File: src/core/dscc_map.svh
`ifndef DSCC_MAP_SVH
`define DSCC_MAP_SVH

// register addresses on the special function register port
`define DSCC_CTRL_ADDR 8'hd8
`define DSCC_TRIM_ADDR 8'hf6

// system_clock_control fields
`define DSCC_CTRL_RESET 8'h23
`define DSCC_SLOW_TYPE_BIT 7
`define DSCC_FAST_TYPE_BIT 6
`define DSCC_SLOW_STOP_BIT 5
`define DSCC_PGATE_BIT 4
`define DSCC_FAST_STOP_BIT 3
`define DSCC_SEL_BIT 2
`define DSCC_PSC_HI 1
`define DSCC_PSC_LO 0

// fast_rc_trim fields
`define DSCC_TRIM_HI 6
`define DSCC_TRIM_RESET 7'h40

// prescaler terminal counts and longest settle, in source ticks
`define DSCC_PSC_DIV16_LAST 4'hf
`define DSCC_PSC_DIV4_LAST 4'h3
`define DSCC_PSC_DIV2_LAST 4'h1
`define DSCC_PSC_DIV1_LAST 4'h0
`define DSCC_PSC_RESET_LAST 4'h0
`define DSCC_PSC_MAX_TICKS 5'h10

`endif

File: src/core/dscc_pkg.sv
`include "dscc_map.svh"

package dscc_pkg;

	typedef enum logic {DSCC_SLOW, DSCC_FAST} dscc_src_t;

	// prescaler code to last count of the divider
	function automatic logic [3:0] dscc_psc_last(input logic [1:0] code);
		logic [3:0] last;
		last = `DSCC_PSC_DIV1_LAST;
		case (code)
			2'h0: last = `DSCC_PSC_DIV16_LAST;
			2'h1: last = `DSCC_PSC_DIV4_LAST;
			2'h2: last = `DSCC_PSC_DIV2_LAST;
			default: last = `DSCC_PSC_DIV1_LAST;
		endcase
		return last;
	endfunction

endpackage

File: src/core/dscc_clock_control.sv
`timescale 1ns/1ns
`default_nettype none
`include "dscc_map.svh"

module dscc_clock_control (
	input wire logic clock,
	input wire logic rst_b,
	input wire logic [7:0] sfr_addr,
	input wire logic sfr_wr_en,
	input wire logic sfr_rd_en,
	input wire logic [7:0] sfr_wdata,
	output logic [7:0] sfr_rdata,
	input wire logic fast_crystal_in,
	input wire logic fast_rc_in,
	input wire logic slow_crystal_in,
	input wire logic slow_rc_in,
	input wire logic idle_mode,
	input wire logic power_down_mode,
	input wire logic pin_mode_clock_out,
	input wire logic cfg_load,
	input wire logic [7:0] config_word_low,
	output logic sys_clk_tick,
	output logic system_is_fast,
	output logic clock_output,
	output logic clock_output_oe,
	output logic fast_osc_enable,
	output logic slow_osc_enable,
	output logic fast_crystal_select,
	output logic slow_crystal_select,
	output logic peripheral_clock_enable,
	output logic [6:0] fast_rc_trim_value
);

	logic slow_type_reg;
	logic fast_type_reg;
	logic slow_stop_reg;
	logic pgate_reg;
	logic fast_stop_reg;
	logic sel_reg;
	logic [1:0] psc_reg;
	logic [6:0] trim_reg;
	dscc_pkg::dscc_src_t active_src_reg;
	dscc_pkg::dscc_src_t active_src_next;
	logic fast_stop_next;
	logic sel_next;
	logic wr_ctrl;
	logic wr_trim;
	logic [3:0] osc_tick;
	logic fast_tick;
	logic slow_tick;
	logic src_tick;
	logic wrap;
	logic psc_tick;
	logic [7:0] ctrl_value;

	assign wr_ctrl = sfr_wr_en && (sfr_addr == `DSCC_CTRL_ADDR);
	assign wr_trim = sfr_wr_en && (sfr_addr == `DSCC_TRIM_ADDR);

	dscc_osc_sync u_sync (
		.clock(clock),
		.rst_b(rst_b),
		.osc_in({slow_rc_in, slow_crystal_in, fast_rc_in, fast_crystal_in}),
		.osc_tick(osc_tick)
	);

	// source type picks the oscillator for each leg
	assign fast_tick = fast_type_reg ? osc_tick[0] : osc_tick[1];
	assign slow_tick = slow_type_reg ? osc_tick[2] : osc_tick[3];
	assign src_tick = (active_src_reg == dscc_pkg::DSCC_FAST) ? fast_tick : slow_tick;

	dscc_prescaler u_psc (
		.clock(clock),
		.rst_b(rst_b),
		.src_tick(src_tick),
		.ratio(psc_reg),
		.wrap(wrap),
		.sys_tick(psc_tick)
	);

	// stop and select are checked as a pair so neither half sticks
	always_comb begin
		fast_stop_next = fast_stop_reg;
		sel_next = sel_reg;
		if (!sel_reg) begin
			fast_stop_next = sfr_wdata[`DSCC_FAST_STOP_BIT];
		end
		if (!fast_stop_reg) begin
			sel_next = sfr_wdata[`DSCC_SEL_BIT];
		end
		if (fast_stop_next && sel_next) begin
			fast_stop_next = fast_stop_reg;
			sel_next = sel_reg;
		end
	end

	always_ff @(posedge clock or negedge rst_b) begin
		if (!rst_b) begin
			slow_type_reg <= 1'b0;
			fast_type_reg <= 1'b0;
			slow_stop_reg <= 1'b1;
			pgate_reg <= 1'b0;
			fast_stop_reg <= 1'b0;
			sel_reg <= 1'b0;
			psc_reg <= 2'h3;
		end else if (wr_ctrl) begin
			if (sel_reg) begin
				slow_type_reg <= sfr_wdata[`DSCC_SLOW_TYPE_BIT];
			end
			if (!sel_reg) begin
				fast_type_reg <= sfr_wdata[`DSCC_FAST_TYPE_BIT];
			end
			slow_stop_reg <= sfr_wdata[`DSCC_SLOW_STOP_BIT];
			pgate_reg <= sfr_wdata[`DSCC_PGATE_BIT];
			fast_stop_reg <= fast_stop_next;
			sel_reg <= sel_next;
			psc_reg <= sfr_wdata[`DSCC_PSC_HI:`DSCC_PSC_LO];
		end
	end

	// factory trim load wins over a software write in the same cycle
	always_ff @(posedge clock or negedge rst_b) begin
		if (!rst_b) begin
			trim_reg <= `DSCC_TRIM_RESET;
		end else if (cfg_load) begin
			trim_reg <= config_word_low[`DSCC_TRIM_HI:0];
		end else if (wr_trim) begin
			trim_reg <= sfr_wdata[`DSCC_TRIM_HI:0];
		end
	end

	// source follows select only at a divider wrap
	always_comb begin
		active_src_next = active_src_reg;
		unique case (active_src_reg)
			dscc_pkg::DSCC_SLOW: begin
				if (wrap && sel_reg) begin
					active_src_next = dscc_pkg::DSCC_FAST;
				end
			end
			dscc_pkg::DSCC_FAST: begin
				if (wrap && !sel_reg) begin
					active_src_next = dscc_pkg::DSCC_SLOW;
				end
			end
		endcase
	end

	always_ff @(posedge clock or negedge rst_b) begin
		if (!rst_b) begin
			active_src_reg <= dscc_pkg::DSCC_SLOW;
		end else begin
			active_src_reg <= active_src_next;
		end
	end

	assign ctrl_value = {slow_type_reg, fast_type_reg, slow_stop_reg, pgate_reg,
		fast_stop_reg, sel_reg, psc_reg};

	always_ff @(posedge clock or negedge rst_b) begin
		if (!rst_b) begin
			sfr_rdata <= 8'h00;
		end else if (sfr_rd_en) begin
			if (sfr_addr == `DSCC_CTRL_ADDR) begin
				sfr_rdata <= ctrl_value;
			end else if (sfr_addr == `DSCC_TRIM_ADDR) begin
				sfr_rdata <= {1'b0, trim_reg};
			end else begin
				sfr_rdata <= 8'h00;
			end
		end
	end

	always_ff @(posedge clock or negedge rst_b) begin
		if (!rst_b) begin
			sys_clk_tick <= 1'b0;
			system_is_fast <= 1'b0;
		end else begin
			sys_clk_tick <= psc_tick;
			system_is_fast <= (active_src_reg == dscc_pkg::DSCC_FAST);
		end
	end

	// system clock halved on the output pin
	always_ff @(posedge clock or negedge rst_b) begin
		if (!rst_b) begin
			clock_output <= 1'b0;
			clock_output_oe <= 1'b0;
		end else begin
			clock_output_oe <= pin_mode_clock_out;
			if (!pin_mode_clock_out) begin
				clock_output <= 1'b0;
			end else if (psc_tick) begin
				clock_output <= ~clock_output;
			end
		end
	end

	// oscillator, crystal pin and peripheral gating
	always_ff @(posedge clock or negedge rst_b) begin
		if (!rst_b) begin
			fast_osc_enable <= 1'b0;
			slow_osc_enable <= 1'b1;
			fast_crystal_select <= 1'b0;
			slow_crystal_select <= 1'b0;
			peripheral_clock_enable <= 1'b1;
			fast_rc_trim_value <= `DSCC_TRIM_RESET;
		end else begin
			fast_osc_enable <= !power_down_mode && !(fast_stop_reg && !sel_reg);
			slow_osc_enable <= !(power_down_mode && slow_stop_reg);
			fast_crystal_select <= fast_type_reg;
			slow_crystal_select <= slow_type_reg;
			peripheral_clock_enable <= !power_down_mode && !(idle_mode && pgate_reg);
			fast_rc_trim_value <= trim_reg;
		end
	end

	// helper: source ticks since the last divider wrap
	logic [4:0] gap_cnt_reg;
	always_ff @(posedge clock or negedge rst_b) begin
		if (!rst_b) begin
			gap_cnt_reg <= 5'h0;
		end else if (wrap) begin
			gap_cnt_reg <= 5'h0;
		end else if (src_tick) begin
			gap_cnt_reg <= gap_cnt_reg + 5'h1;
		end
	end
endmodule // dscc_clock_control

`default_nettype wire

File: src/core/dscc_osc_sync.sv
`timescale 1ns/1ns
`default_nettype none

// two-stage sync of the oscillator pins, rising-edge ticks after
module dscc_osc_sync (
	input wire logic clock,
	input wire logic rst_b,
	input wire logic [3:0] osc_in,
	output logic [3:0] osc_tick
);

	genvar i;
	generate
		for (i = 0; i < 4; i++) begin : g_sync
			logic meta_reg;
			logic sync_reg;
			logic last_reg;
			always_ff @(posedge clock or negedge rst_b) begin
				if (!rst_b) begin
					meta_reg <= 1'b0;
					sync_reg <= 1'b0;
					last_reg <= 1'b0;
				end else begin
					meta_reg <= osc_in[i];
					sync_reg <= meta_reg;
					last_reg <= sync_reg;
				end
			end
			assign osc_tick[i] = sync_reg & ~last_reg;
		end
	endgenerate

endmodule // dscc_osc_sync

`default_nettype wire

File: src/core/dscc_prescaler.sv
`timescale 1ns/1ns
`default_nettype none
`include "dscc_map.svh"

// divides source ticks; new ratio is taken only at a wrap
module dscc_prescaler (
	input wire logic clock,
	input wire logic rst_b,
	input wire logic src_tick,
	input wire logic [1:0] ratio,
	output logic wrap,
	output logic sys_tick
);

	logic [3:0] cnt_reg;
	logic [3:0] last_reg;

	assign wrap = src_tick && (cnt_reg == last_reg);

	always_ff @(posedge clock or negedge rst_b) begin
		if (!rst_b) begin
			cnt_reg <= 4'h0;
			last_reg <= `DSCC_PSC_RESET_LAST;
		end else if (wrap) begin
			cnt_reg <= 4'h0;
			last_reg <= dscc_pkg::dscc_psc_last(ratio);
		end else if (src_tick) begin
			cnt_reg <= cnt_reg + 4'h1;
		end
	end

	always_ff @(posedge clock or negedge rst_b) begin
		if (!rst_b) begin
			sys_tick <= 1'b0;
		end else begin
			sys_tick <= wrap;
		end
	end

endmodule // dscc_prescaler

`default_nettype wire

File: config.mk
export PLATFORM = sky130hd
export DESIGN_NAME = dscc_clock_control
export DESIGN_NICKNAME = d
export VERILOG_FILES = /design/src/core/dscc_pkg.sv /design/src/core/dscc_clock_control.sv /design/src/core/dscc_osc_sync.sv /design/src/core/dscc_prescaler.sv
export VERILOG_INCLUDE_DIRS = /design/src /design/src/core
export SDC_FILE = /design/constraint.sdc
export NUM_CORES = 1
export LEC_CHECK = 0
export CORE_MARGIN = 4
export CORE_UTILIZATION = 55
export DETAILED_ROUTE_END_ITERATION = 8
export DONT_BUFFER_PORTS = 1
export GPL_ROUTABILITY_DRIVEN = 0
export HOLD_SLACK_MARGIN = 0.05
export MAX_ROUTING_LAYER = met4
export PLACE_DENSITY = 0.72
export SLEW_MARGIN = 20
export SYNTH_ARGS = -nofsm -noshare
export SYNTH_HDL_FRONTEND = slang
export SYNTH_HIERARCHICAL = 1
export SYNTH_SLANG_ARGS = --single-unit
File: constraint.sdc
create_clock -name clock -period 5.3 [get_ports clock]
set_clock_uncertainty 0.2 [all_clocks]
set_input_delay 1.06 -clock clock [delete_from_list [all_inputs] [get_ports clock]]
set_output_delay 1.06 -clock clock [all_outputs]
set_load 0.01 [all_outputs]
# Word-level counts from Yosys, hierarchy flattened
# Cells that the tools add are included.
classes:
  shift: 0
  bitwise: 12
  reduce_logical: 22
  eq_ne: 6
  div: 0
  order_cmp: 0
  n_addsub: 1
  mux: 17
  mul: 0
ops:
  columns: ["op", "count"]
  rows:
  - ["7-bit two-way mux", 3]
  - ["8-bit equality test (second input constant)", 2]
  - ["4-bit one-hot mux with 3 select lines", 1]
  - ["1-bit logical AND", 11]
  - ["1-bit two-way mux", 9]
  - ["4-bit two-way mux", 2]
  - ["8-bit two-way mux", 1]
  - ["1-bit NOT", 8]
  - ["2-bit AND reduction", 3]
  - ["1-bit zero test", 5]
  - ["4-bit by 1-bit adder with 4-bit output (second input constant)", 1]
  - ["1-bit bitwise AND", 4]
  - ["4-bit equality test", 1]
  - ["2-bit nonzero test", 2]
  - ["2-bit by 1-bit equality test with 1-bit output (second input constant)", 1]
  - ["2-bit equality test (second input constant)", 1]
  - ["2-bit zero test", 1]
  - ["2-bit by 1-bit inequality test with 1-bit output (second input constant)", 1]
  - ["1-bit one-hot mux with 2 select lines", 1]
word_totals:
  n_memories: 0
  out_inout_bits: 24
  mem_bits_rw: 0
  latch_bits: 0
  rom_bits: 0
  elab_cells: 93
  regBits: 61

# Logic depth before layout (Yosys ltp)
# Gate-level depths: netlist of the first run.
logic_depth:
  depth_word: 8
  ltp_mapped: 7
  mapped_depth_nobuf: 7

# Cells and area by module
# Netlist of the first run, hierarchy kept.
by_module_without_submodules:
  columns: ["module", "cells_each", "area_per_inst_um2", "n_inst"]
  rows:
  - ["dscc_clock_control", 134, 1652.8, 1]
  - ["dscc_prescaler", 32, 381.6, 1]
  - ["dscc_osc_sync", 16, 355.3, 1]

# Worst setup path before layout of the first run
# OpenSTA, ideal clock, no wires.
synth_path:
  kind: "input to register"
  startpoint: "in sfr_addr[5]"
  endpoint: "reg pgate_reg"
  path_buffers: 1
  path_stages: 4
  arrival_time_ns: 1.967
  setup_time_ns: 0.127
  path_slack_ns: 3.006
  path_cell_list: "nor4b_4 -> and3_1 -> buf_4 -> mux2_1"
synth_via:
  elab_chain_len: 2
synth_rtl:
  columns: ["element", "line", "rtl"]
  rows:
  - ["start: declaration", "dscc_clock_control.sv:8", "input wire logic [7:0] sfr_addr,"]
  - ["8-bit equality test (no line)", null, null]
  - ["1-bit logical AND", "dscc_clock_control.sv:56", "assign wr_ctrl = sfr_wr_en && (sfr_addr == `DSCC_CTRL_ADDR);"]
  - ["end signal: assignment", "dscc_clock_control.sv:113", "pgate_reg <= sfr_wdata[`DSCC_PGATE_BIT];"]
  - ["end: declaration", "dscc_clock_control.sv:37", "logic pgate_reg;"]
# Every way passes these cells.
# A chain may end at the register's enable or synchronous reset.

# Worst setup path after layout of the first run
# Same ends and word-level chain as after synthesis.

==> summary.md, run 1 <==
| Metric | Value |
|---|---|
| Result of the run | `complete, no violations` |
| Die Y-Extent | `73.9 microns` |
| Count of hold-fix buffers inserted at cts | `0` |
| Count of clock tree sinks | `60` |
| Top cell type by total area after synthesis | `sky130_fd_sc_hd__dfrtp_1` |
| Most frequent cells after synthesis | `sky130_fd_sc_hd__dfrtp_1 (53), sky130_fd_sc_hd__a21oi_1 (11), sky130_fd_sc_hd__inv_1 (11)` |
| Number of placed instances, taps included | `223` |
| Synthesized netlist cell count | `182` |
| Signal arrival time at the worst endpoint | `2450 ps` |
| Number of maximum-capacitance constraint violations | `0` |
| First-pass GRT wire length | `7.84 mm` |
| Number of endpoints failing setup at the final stage | `0` |
| Final Instance Count excl. Fillers | `239` |
| Footprint of the flip-flops and latches | `1510 sq um` |
| Slowest cell delay on critical path | `640 ps` |
| Die footprint | `5460 sq um` |
| Max_slew headroom | `0.529` |
| Hold WC Path Type | `register to register` |
| Leakage dissipation | `0.00110 uW` |
| Final cell area excluding filler cells | `2570 sq um` |
| Total detailed-routing wirelength | `4.69 mm` |
| Post-Syn Nets | `219` |
| CTS Buf Count | `9` |
| Worst-Margin Slew | `703 ps` |
| Post-CTS setup-driven buffer insertion count | `0` |
| Worst-case vdd ir drop | `0.175 mV` |
| Number of top-level pins | `60` |
| Ys Warns | `6` |
| Antenna Nets Post-Route | `0` |
| Via Count | `1467` |
| CP required | `5310 ps` |
| Crit Path Max Fanout | `13` |
| Crit path max-delay family | `simple AND/OR/NAND/NOR gates` |
| Number of vias per cell after detailed routing | `6.14` |
| Max reg flops | `8` |
| Final net count | `221` |
| # resized after CTS | `0` |
| Growth of design area from synthesis to finish | `7.54%` |
| Wire per inst | `19.6 microns` |
| Leading cell types by total area after synthesis | `sky130_fd_sc_hd__dfrtp_1 (55%), sky130_fd_sc_hd__dfstp_2 (7.7%), sky130_fd_sc_hd__a41oi_1 (2.9%), sky130_fd_sc_hd__a21oi_1 (2.3%), sky130_fd_sc_hd__nor2b_4 (2.3%)` |
| PnR Total Power | `1000 uW` |
| DRT iter0 DRCs | `95` |
| Number of diodes added for antenna fixing | `0` |
| DP HPWL | `3.40 mm` |
| Fin. max-slew vios | `0` |
| Final Hold Vio Count | `0` |
| # port buffers | `0` |
| Top-count cell post-synth | `sky130_fd_sc_hd__dfrtp_1` |
| Total Routing Usage GR | `0.202` |
| Number of detailed-routing iterations run before antenna repair | `4` |
| Initial antenna violation count | `0` |
| Drc violations | `0` |
| Core outline area | `4090 sq um` |
| CTS max path bufs | `2` |
| Post-synth EDFFs | `0` |
| Post-synthesis instance area | `2390 sq um` |
| Cell with the largest stage delay on the worst path | `sky130_fd_sc_hd__nor4b_4` |
| Async S/R FF share, synth | `1.00` |
| Total buffers and inverters traversed by the critical path | `0` |
| Post-synthesis sequential area ratio | `0.632` |
| Critical path cell sequence | `nor4b_4 -> and3_1 -> mux2_1` |
| Final design utilization | `0.629` |
| Final TNS setup | `0 ps` |
| Synth cell types | `36` |
| Crit path capture type | `register` |
| Source-to-sink clock delay at the later pin of the worst-skew pair | `330 ps` |
| Root buf cell | `sky130_fd_sc_hd__clkbuf_8` |
| Type of element launching the critical path | `input pin` |
| Type of the worst setup path | `input pin to register` |
| Reg clk slew, reported paths | `60 ps` |
| Most used flip-flop cell after synthesis | `sky130_fd_sc_hd__dfrtp_1` |
| Largest net degree at the start of global routing | `61` |
| Die X-Extent | `73.9 microns` |
| Vias in the first global route | `1593` |
| Post-placement cell area | `2400 sq um` |
| Starting density of the core | `0.585` |
| Ratio of cells with drive above 1 in the final layout | `0.159` |
| Post-synthesis area per instance | `13.1 sq um` |
| Fill cells | `346` |
| Number of H-tree levels | `3` |
| Power Dens Cells | `390 nW/um^2` |
| Unrepaired setup endpoints after global routing | `no` |
| Ratio of final minimum period to clock period | `0.460` |
| Flops & latches, synth | `60` |
| TritonCTS clock tree | `yes` |
| Post-synth top area share | `0.555` |
| Row count | `23` |
| Multi-input gate area | `783 sq um` |
| FMAX | `410 MHz` |
| Minimum clock period | `2440 ps` |
| Overflow after GRT | `0` |
-- report_power, final --
part / switching (uW) / internal [uW]
Sequential: 48.1 / 508
Combinational: 38.7 / 52.0
Clock: 162 / 194
-- final cells by class --
class	instances	share of cell area
sequential	60	0.588
multi-input combinational	102	0.305
clock buffer	14	0.0633
tap	50	0.0243
inverter	11	0.0161
clock inverter	2	0.00389
-- layer usage --
metal | track usage | part of all wire | vias up
met1 | 0.247 | 0.39 | 732
met3 | 0.0492 | 0.080 | 9
met4 | 0.103 | 0.019 | 0
met2 | 0.310 | 0.51 | 63
met5 | - | 0 | -
li1 | - | - | 663
-- per-stage QoR --
stage	hold slack, ps	setup WS, ps
after global routing	156	2770
final	150	2860
after detailed placement	139	2530
after CTS	152	2880
after floorplan	131	3010
after global placement	135	2560
-- logic make-up after synthesis --
logic type / share of synthesized area
AO/OA/AOI/OAI: 0.135
flip-flops: 0.632
adder cells (fa/ha/maj): 0.00523
buffers and inverters: 0.0403
XOR/XNOR: 0.0183
multiplexers: 0.0581
AND/OR/NAND/NOR: 0.112
-- final timing paths --
kind / startpoint / end / slack (ps) / depth (start not counted)
max: sfr_addr[5] / pgate_reg$_DFFE_PN0P_ / 2860 / 3
min: u_sync/g_sync[2].meta_reg$_DFF_PN0_ / u_sync/g_sync[2].sync_reg$_DFF_PN0_ / 150 / 0
max reg2reg: u_sync/g_sync[3].last_reg$_DFF_PN0_ / register / 3040 / 6
min reg2reg: u_sync/g_sync[2].meta_reg$_DFF_PN0_ / u_sync/g_sync[2].sync_reg$_DFF_PN0_ / 150 / 0
max in group asynchronous: rst_b / slow_stop_reg$_DFFE_PN1P_ / 4490 / 0
min in group asynchronous: rst_b / fast_rc_trim_value[2]$_DFF_PN0_ / 220 / 0
-- worst reg2reg max path, delay by kind of cell (launching register included) --
family | cells | cell delay (ps)
and+or+nand+nor | 2 | 230
DFF | 1 | 400
AOI/OAI and AO/OA | 3 | 940
muxes | 1 | 380
-- placed cells by master (no fill, tap or decap), types with 4 or more instances in the layout --
master and instances:
sky130_fd_sc_hd__dfstp_2 7, sky130_fd_sc_hd__nor2b_1 8, sky130_fd_sc_hd__nor2_1 7, sky130_fd_sc_hd__a21oi_1 11, sky130_fd_sc_hd__nand2_1 5, sky130_fd_sc_hd__o31ai_1 7
sky130_fd_sc_hd__clkbuf_8 11, sky130_fd_sc_hd__mux2_1 4, sky130_fd_sc_hd__a22oi_1 7, sky130_fd_sc_hd__dfrtp_1 53, sky130_fd_sc_hd__o22ai_1 8, sky130_fd_sc_hd__a41oi_1 8
sky130_fd_sc_hd__nor2b_4 4, sky130_fd_sc_hd__inv_1 11
No activity file was read; power rests on OpenSTA's default activity.
==> run 2, diff against run 1 <==
==> constraint.sdc (replaced) <==
create_clock -name clock -period 2.4 [get_ports clock]
set_clock_uncertainty 0.2 [all_clocks]
set_input_delay 0.48 -clock clock [delete_from_list [all_inputs] [get_ports clock]]
set_output_delay 0.48 -clock clock [all_outputs]
set_load 0.01 [all_outputs]
==> run 2 against run 1 <==
  * Design area grew 5.5%
  * Routed wire length grew 4.5%
  * Non-clock buffer count grew 14
  * Hold slack lost 70 ps
  * Critical path depth grew 3
  * Combinational power grew to 2.7 times the previous value
  * Global-route usage grew 0.11 points
  * Power grew 120%
  * First-iteration DRC count grew 4.2%
  * Largest power group unchanged
==> summary.md, run 2 (synthesis results as in run 1) <==
| Metric | Value |
|---|---|
| Core outline area | `4090 sq um (unchanged)` |
| Worst-Margin Slew | `553 ps (-150 ps)` |
| Initial antenna violation count | `0 (unchanged)` |
| Via Count | `1515 (+3.3%)` |
| Growth of design area from synthesis to finish | `13.4%` |
| Largest net degree at the start of global routing | `61 (unchanged)` |
| First-pass GRT wire length | `7.71 mm (-1.7%)` |
| Reg clk slew, reported paths | `60 ps (about the same)` |
| Switching part of the total | `0.257 (+0.00958)` |
| Final Instance Count excl. Fillers | `253 (+5.9%)` |
| Final design utilization | `0.663 (+0.0343)` |
| Smallest hold slack | `80.0 ps (-70.0 ps)` |
| TritonCTS clock tree | `yes` |
| Most frequent cells in the layout | `sky130_fd_sc_hd__dfrtp_1 (53), sky130_fd_sc_hd__a21oi_1 (11), sky130_fd_sc_hd__inv_1 (11), sky130_fd_sc_hd__clkbuf_8 (10), sky130_fd_sc_hd__dlygate4sd3_1 (10)` |
| Result of the run | `complete, no violations` |
| Crit path capture type | `register` |
| Number of endpoints failing setup at the final stage | `0 (unchanged)` |
| Type of element launching the critical path | `register` |
| Final Hold Vio Count | `0 (unchanged)` |
| Number of vias per cell after detailed routing | `5.99 (-2.4%)` |
| Drc violations | `0 (unchanged)` |
| Number of top-level pins | `60 (unchanged)` |
| Fin. max-slew vios | `0 (unchanged)` |
| # resized after CTS | `0 (unchanged)` |
| Final TNS setup | `0 ps (unchanged)` |
| Number of H-tree levels | `3 (unchanged)` |
| DRT iter0 DRCs | `99 (+4.2%)` |
| Number of diodes added for antenna fixing | `0 (unchanged)` |
| Source-to-sink clock delay at the later pin of the worst-skew pair | `330 ps (about the same)` |
| Met2 wire length | `2.44 mm (+2.0%)` |
| Die X-Extent | `73.9 microns (unchanged)` |
| Power Dens Cells | `824 nW/um^2 (+110%)` |
| FMAX | `502 MHz` |
| CTS Buf Count | `9 (unchanged)` |
| Count of clock tree sinks | `60 (unchanged)` |
| Max_slew headroom | `0.631 (+0.101)` |
| Comb pwr share | `0.110 (+0.020)` |
| Crit Path Max Fanout | `9 (-4)` |
| Number of detailed-routing iterations run before antenna repair | `4 (unchanged)` |
| Final net count | `235 (+6.3%)` |
| Antenna Nets Post-Route | `0 (unchanged)` |
| Proportion of power drawn by the clock network | `0.340 (-0.015)` |
| Count of hold-fix buffers inserted at cts | `10 (+10)` |
| Max reg flops | `8 (unchanged)` |
| Type of the worst setup path | `register to register` |
| Starting density of the core | `0.585 (unchanged)` |
| Total Routing Usage GR | `0.203 (+0.00113)` |
| Flop pwr share | `0.550 (-0.005)` |
| Max Used Layer | `met4` |
| Signal arrival time at the worst endpoint | `2010 ps (-440 ps)` |
| CP required | `2410 ps (-2900 ps)` |
| Wire per inst | `19.4 microns (-1.2%)` |
| Sw Pwr | `574 uW (+130%)` |
| Unrepaired setup endpoints after global routing | `no` |
| Total detailed-routing wirelength | `4.91 mm (+4.5%)` |
| Minimum clock period | `1990 ps` |
| Hold WC Path Type | `input pin to register` |
| Number of placed instances, taps included | `226 (+1.3%)` |
| Internal | `1660 uW (+120%)` |
| Ratio of final minimum period to clock period | `0.830` |
| Vias in the first global route | `1573 (-1.3%)` |
| Most frequent standard cell in the layout excluding fill and tap cells | `sky130_fd_sc_hd__dfrtp_1` |
| Worst-case vdd ir drop | `0.373 mV (+110%)` |
| Ratio of cells with drive above 1 in the final layout | `0.163 (+0.00383)` |
| Root buf cell | `sky130_fd_sc_hd__clkbuf_8` |
| Wl on met1 | `2.03 mm (+10%)` |
| Number of maximum-capacitance constraint violations | `0 (unchanged)` |
| Die footprint | `5460 sq um (unchanged)` |
| DP HPWL | `3.33 mm (-1.9%)` |
| Leakage dissipation | `0.00117 uW (+5.8%)` |
| Post-CTS setup-driven buffer insertion count | `0 (unchanged)` |
| Overflow after GRT | `0 (unchanged)` |
| CTS max path bufs | `2 (unchanged)` |
| Detail Route met3 WL | `326 microns (-13%)` |
| Row count | `23 (unchanged)` |
| Die Y-Extent | `73.9 microns (unchanged)` |
| # port buffers | `0 (unchanged)` |
-- run 2: changes by cell type in the layout (fill, tap and decap cells not counted), sizes merged --
cell,before,now
dlygate4sd3,0,10
buf,0,4
-- run 2: cell type report --
type | instances | area [sq um]
Clock buffer | 14 | 153
Clock inverter | 2 | 10.0
Fill cell | 315 | 1380
Inverter | 11 | 41.3
Multi-Input combinational cell | 102 | 783
Sequential cell | 60 | 1510
Tap cell | 50 | 62.6
Timing Repair Buffer | 14 | 150
-- run 2: metal layers --
layer	vias to the layer above	GRT usage
li1	692	-
met3	10	0.0575
met1	757	0.236
met2	56	0.314
met5	-	-
met4	0	0.115
-- run 2: power by group through the flow --
stage	sequential, uW	clock (uW)	combinational (uW)
after floorplan	1210	0	182
after global placement	1240	0	188
after detailed placement	1240	0	205
after CTS	1230	771	246
after global routing	1240	816	277
final	1230	760	246
-- run 2: critical path: stages, from the launching register on --
cell	delay, ps
sky130_fd_sc_hd__dfrtp_1	400
sky130_fd_sc_hd__nor2b_4	100
sky130_fd_sc_hd__nor2b_1	120
sky130_fd_sc_hd__a211oi_1	60
sky130_fd_sc_hd__a21oi_1	170
sky130_fd_sc_hd__o2111a_1	460
sky130_fd_sc_hd__mux2_2	380
-- run 2: path summary, 6_finish.rpt --
check / cells past startpoint / start / slack [ps] / end
setup / recovery: 6 / u_sync/g_sync[3].last_reg$_DFF_PN0_ / 410 / register
hold / removal: 1 / pin_mode_clock_out / 80 / clock_output$_DFFE_PN0P_
setup reg to reg: 6 / u_sync/g_sync[3].last_reg$_DFF_PN0_ / 410 / register
hold reg to reg: 0 / u_sync/g_sync[1].meta_reg$_DFF_PN0_ / 150 / u_sync/g_sync[1].sync_reg$_DFF_PN0_
max in group asynchronous: 2 / rst_b / 1200 / fast_rc_trim_value[6]$_DFF_PN1_
min in group asynchronous: 2 / rst_b / 490 / u_psc/last_reg[1]$_DFFE_PN0P_
-- run 2: metrics by stage --
| step | worst slack, ps | instance area (sq um) | power (uW) |
|---|---|---|---|
| after floorplan | 452 | 2390 | 1400 |
| after global placement | 481 | 2420 | 1420 |
| after detailed placement | 427 | 2420 | 1450 |
| after CTS | 406 | 2700 | 2240 |
| after global routing | 331 | 2710 | 2330 |
| final | 408 | 2710 | 2230 |
==> run 3, diff against run 2 <==
--- a/config.mk
+++ b/config.mk
@@ -13,7 +13,7 @@
 export GPL_ROUTABILITY_DRIVEN = 0
 export HOLD_SLACK_MARGIN = 0.05
 export MAX_ROUTING_LAYER = met4
-export PLACE_DENSITY = 0.72
+export PLACE_DENSITY = 0.75
 export SLEW_MARGIN = 20
 export SYNTH_ARGS = -nofsm -noshare
 export SYNTH_HDL_FRONTEND = slang
==> constraint.sdc (replaced) <==
create_clock -name clock -period 1.65 [get_ports clock]
set_clock_uncertainty 0.2 [all_clocks]
set_input_delay 0.33 -clock clock [delete_from_list [all_inputs] [get_ports clock]]
set_output_delay 0.33 -clock clock [all_outputs]
set_load 0.01 [all_outputs]
==> run 3 against run 2 <==
  * The flow now finishes with violations (negative hold slack, negative setup slack)
  * Flip-flop and latch count did not move
  * Highest routed layer unchanged
  * Sequential power rose by 46%
  * Via count rose by 12%
  * Critical path type unchanged
  * Die area did not move
  * Clock power rose by 54%
  * Worst setup slack got worse by 480 ps
  * First-iteration DRC count fell by 12%
==> summary.md, run 3 (synthesis results as in run 1) <==
| Metric | Value |
|---|---|
| Signal arrival time at the worst endpoint | `1730 ps (-280 ps)` |
| Max_slew headroom | `0.760 (+0.129)` |
| Final WS setup | `-67.5 ps (-476 ps)` |
| DRT iter0 DRCs | `87 (-12%)` |
| Final net count | `269 (+14%)` |
| Reg2reg start | `u_sync/g_sync[3].last_reg$_DFF_PN0_` |
| R2R depth | `6 (unchanged)` |
| GRT busiest layer | `met2` |
| Drc violations | `0 (unchanged)` |
| Row count | `23 (unchanged)` |
| Terminus of the critical flop-to-flop path | `u_psc/last_reg[2]$_DFFE_PN0P_` |
| Wire per inst | `18.8 microns (-3.0%)` |
| Proportion of power drawn by the clock network | `0.345 (+0.005)` |
| Internal | `2560 uW (+54%)` |
| Largest net degree at the start of global routing | `61 (unchanged)` |
| Number of detailed-routing iterations run before antenna repair | `4 (unchanged)` |
| Number of maximum-capacitance constraint violations | `0 (unchanged)` |
| CTS Buf Count | `9 (unchanged)` |
| Fin. max-slew vios | `0 (unchanged)` |
| Worst-Margin Slew | `359 ps (-195 ps)` |
| Ratio of cells with drive above 1 in the final layout | `0.215 (+0.0526)` |
| Met1 Usage GRT | `0.241 (+0.00493)` |
| Die footprint | `5460 sq um (unchanged)` |
| Sw Pwr | `831 uW (+45%)` |
| CTS max path bufs | `2 (unchanged)` |
| Root buf cell | `sky130_fd_sc_hd__clkbuf_8` |
| Die Y-Extent | `73.9 microns (unchanged)` |
| Comb pwr share | `0.128 (+0.018)` |
| Met2 global-route usage | `0.373 (+0.0591)` |
| Post-placement cell area | `2500 sq um (+3.3%)` |
| Source-to-sink clock delay at the later pin of the worst-skew pair | `330 ps (about the same)` |
| Die X-Extent | `73.9 microns (unchanged)` |
| Starting density of the core | `0.585 (unchanged)` |
| Smallest hold slack | `-508 ps (-588 ps)` |
| Global routing met3 resource utilization | `0.101 (+0.0438)` |
| DP HPWL | `3.42 mm (+2.7%)` |
| Type of element launching the critical path | `register` |
| Type of the worst setup path | `register to register` |
| Vias in the first global route | `1864 (+18%)` |
| Fill cells | `252 (-20%)` |
| Unrepaired setup endpoints after global routing | `yes` |
| Count of clock tree sinks | `60 (unchanged)` |
| Crit path capture type | `register` |
| Crit Path Max Fanout | `5 (-4)` |
| Via Count | `1700 (+12%)` |
| Number of diodes added for antenna fixing | `0 (unchanged)` |
| FMAX | `582 MHz (+16%)` |
| R2R setup slack | `-70 ps (-480 ps)` |
| Growth of design area from synthesis to finish | `28.1%` |
| Antenna Nets Post-Route | `0 (unchanged)` |
| Number of H-tree levels | `3 (unchanged)` |
| PnR Total Power | `3390 uW (+52%)` |
| Final Hold Vio Count | `60 (+60)` |
| Violations in the final reports | `negative hold slack, negative setup slack` |
| Most frequent cells in the layout | `sky130_fd_sc_hd__dfrtp_1 (53), sky130_fd_sc_hd__dlygate4sd3_1 (34), sky130_fd_sc_hd__clkbuf_8 (12), sky130_fd_sc_hd__buf_4 (12), sky130_fd_sc_hd__inv_1 (11)` |
| Total Routing Usage GR | `0.230 (+0.0269)` |
| TritonCTS clock tree | `yes` |
| Reg clk slew, reported paths | `60 ps (about the same)` |
| Worst-case vdd ir drop | `0.545 mV (+46%)` |
| Number of top-level pins | `60 (unchanged)` |
| Number of vias per cell after detailed routing | `5.92 (-1.1%)` |
| Number of endpoints failing setup at the final stage | `7 (+7)` |
| Switching part of the total | `0.245 (-0.0123)` |
| Minimum clock period | `1720 ps (-274 ps)` |
| Core outline area | `4090 sq um (unchanged)` |
| # port buffers | `0 (unchanged)` |
| Total detailed-routing wirelength | `5.40 mm (+10%)` |
| Leakage dissipation | `0.00134 uW (+15%)` |
| Overflow after GRT | `0 (unchanged)` |
| Most frequent standard cell in the layout excluding fill and tap cells | `sky130_fd_sc_hd__dfrtp_1` |
| Initial antenna violation count | `0 (unchanged)` |
| Max reg flops | `8 (unchanged)` |
| Final cell area excluding filler cells | `3060 sq um (+13%)` |
| Ratio of final minimum period to clock period | `1.04 (+0.211)` |
| Result of the run | `complete, but fails checks` |
| Flop pwr share | `0.527 (-0.023)` |
| First-pass GRT wire length | `8.86 mm (+15%)` |
| Power Dens Cells | `1110 nW/um^2 (+34%)` |
| CP required | `1660 ps (-750 ps)` |
| Hold WC Path Type | `input pin to async pin` |
## run 3: changes by cell type in the layout (fill, tap and decap cells not counted), sizes merged
cell         before  now
buf               4   14
dlygate4sd3      10   34
## run 3: what timing repair did
item / 4_1_cts / 5_1_grt
endpoints found under the setup margin: 7 / 10
pin swaps: 2 / 3
hold endpoints to repair: 92 / 61
hold buffers: 33 / 1
buffers inserted: 1 / 2
cloned: 0 / 0
resized for setup: 1 / 5
## run 3: how the worst max path moves through the flow
| stage | start | end | slack, ps | depth (start not counted) |
|---|---|---|---|---|
| final | u_sync/g_sync[3].last_reg$_DFF_PN0_ | u_psc/last_reg[2]$_DFFE_PN0P_ | -70 | 6 |
| after global routing | u_sync/g_sync[3].last_reg$_DFF_PN0_ | u_psc/last_reg[2]$_DFFE_PN0P_ | -140 | 6 |
| after CTS | u_sync/g_sync[3].last_reg$_DFF_PN0_ | u_psc/last_reg[2]$_DFFE_PN0P_ | -100 | 6 |
| after detailed placement | u_sync/g_sync[3].last_reg$_DFF_PN0_ | u_psc/last_reg[0]$_DFFE_PN0P_ | -180 | 6 |
| after global placement | u_sync/g_sync[3].last_reg$_DFF_PN0_ | register | -170 | 6 |
| after floorplan | u_sync/g_sync[3].last_reg$_DFF_PN0_ | register | -160 | 7 |
## run 3: layer usage
layer | vias to the layer above | part of all wire | wire length, microns
met3 | 13 | 0.089 | 483
met4 | 0 | 0.029 | 158
li1 | 759 | - | -
met2 | 79 | 0.52 | 2810
met5 | - | 0 | 0
met1 | 849 | 0.36 | 1940
## run 3: per-stage QoR
| stage | instances | worst slack [ps] | utilization | TNS (ps) |
|---|---|---|---|---|
| 5_1_grt | 287 | -143 | 0.749 | -943 |
| 3_5_place_dp | 234 | -179 | 0.612 | -953 |
| 4_1_cts | 284 | -102 | 0.739 | -405 |
| 2_1_floorplan | 182 | -159 | - | -478 |
| 3_3_place_gp | 234 | -171 | 0.612 | -867 |
| 6_report | 287 | -67.5 | 0.749 | -333 |
## run 3: power groups by stage
stage	logic, uW	registers [uW]	clock network [uW]
floorplan	271	1770	0
global placement	298	1800	0
detailed placement	330	1810	0
CTS	406	1780	1190
global route	474	1810	1270
finish	435	1790	1170
## run 3: critical path, cell delays in order, from the launching register on
cell	delay (ps)
sky130_fd_sc_hd__dfrtp_1	400
sky130_fd_sc_hd__nor2b_4	100
sky130_fd_sc_hd__nor2b_4	130
sky130_fd_sc_hd__a211oi_2	40
sky130_fd_sc_hd__a21oi_2	130
sky130_fd_sc_hd__o2111a_2	290
sky130_fd_sc_hd__mux2_4	310
## run 3: cell type report
cell class | count | area (sq um) | area share
multi-input cells | 102 | 811 | 0.265
repair buffers | 48 | 453 | 0.148
flip-flops and latches | 60 | 1510 | 0.493
clock inverters | 2 | 10.0 | 0.00327
clock buffers | 14 | 173 | 0.0564
inverters | 11 | 41.3 | 0.0135
well taps | 50 | 62.6 | 0.0204
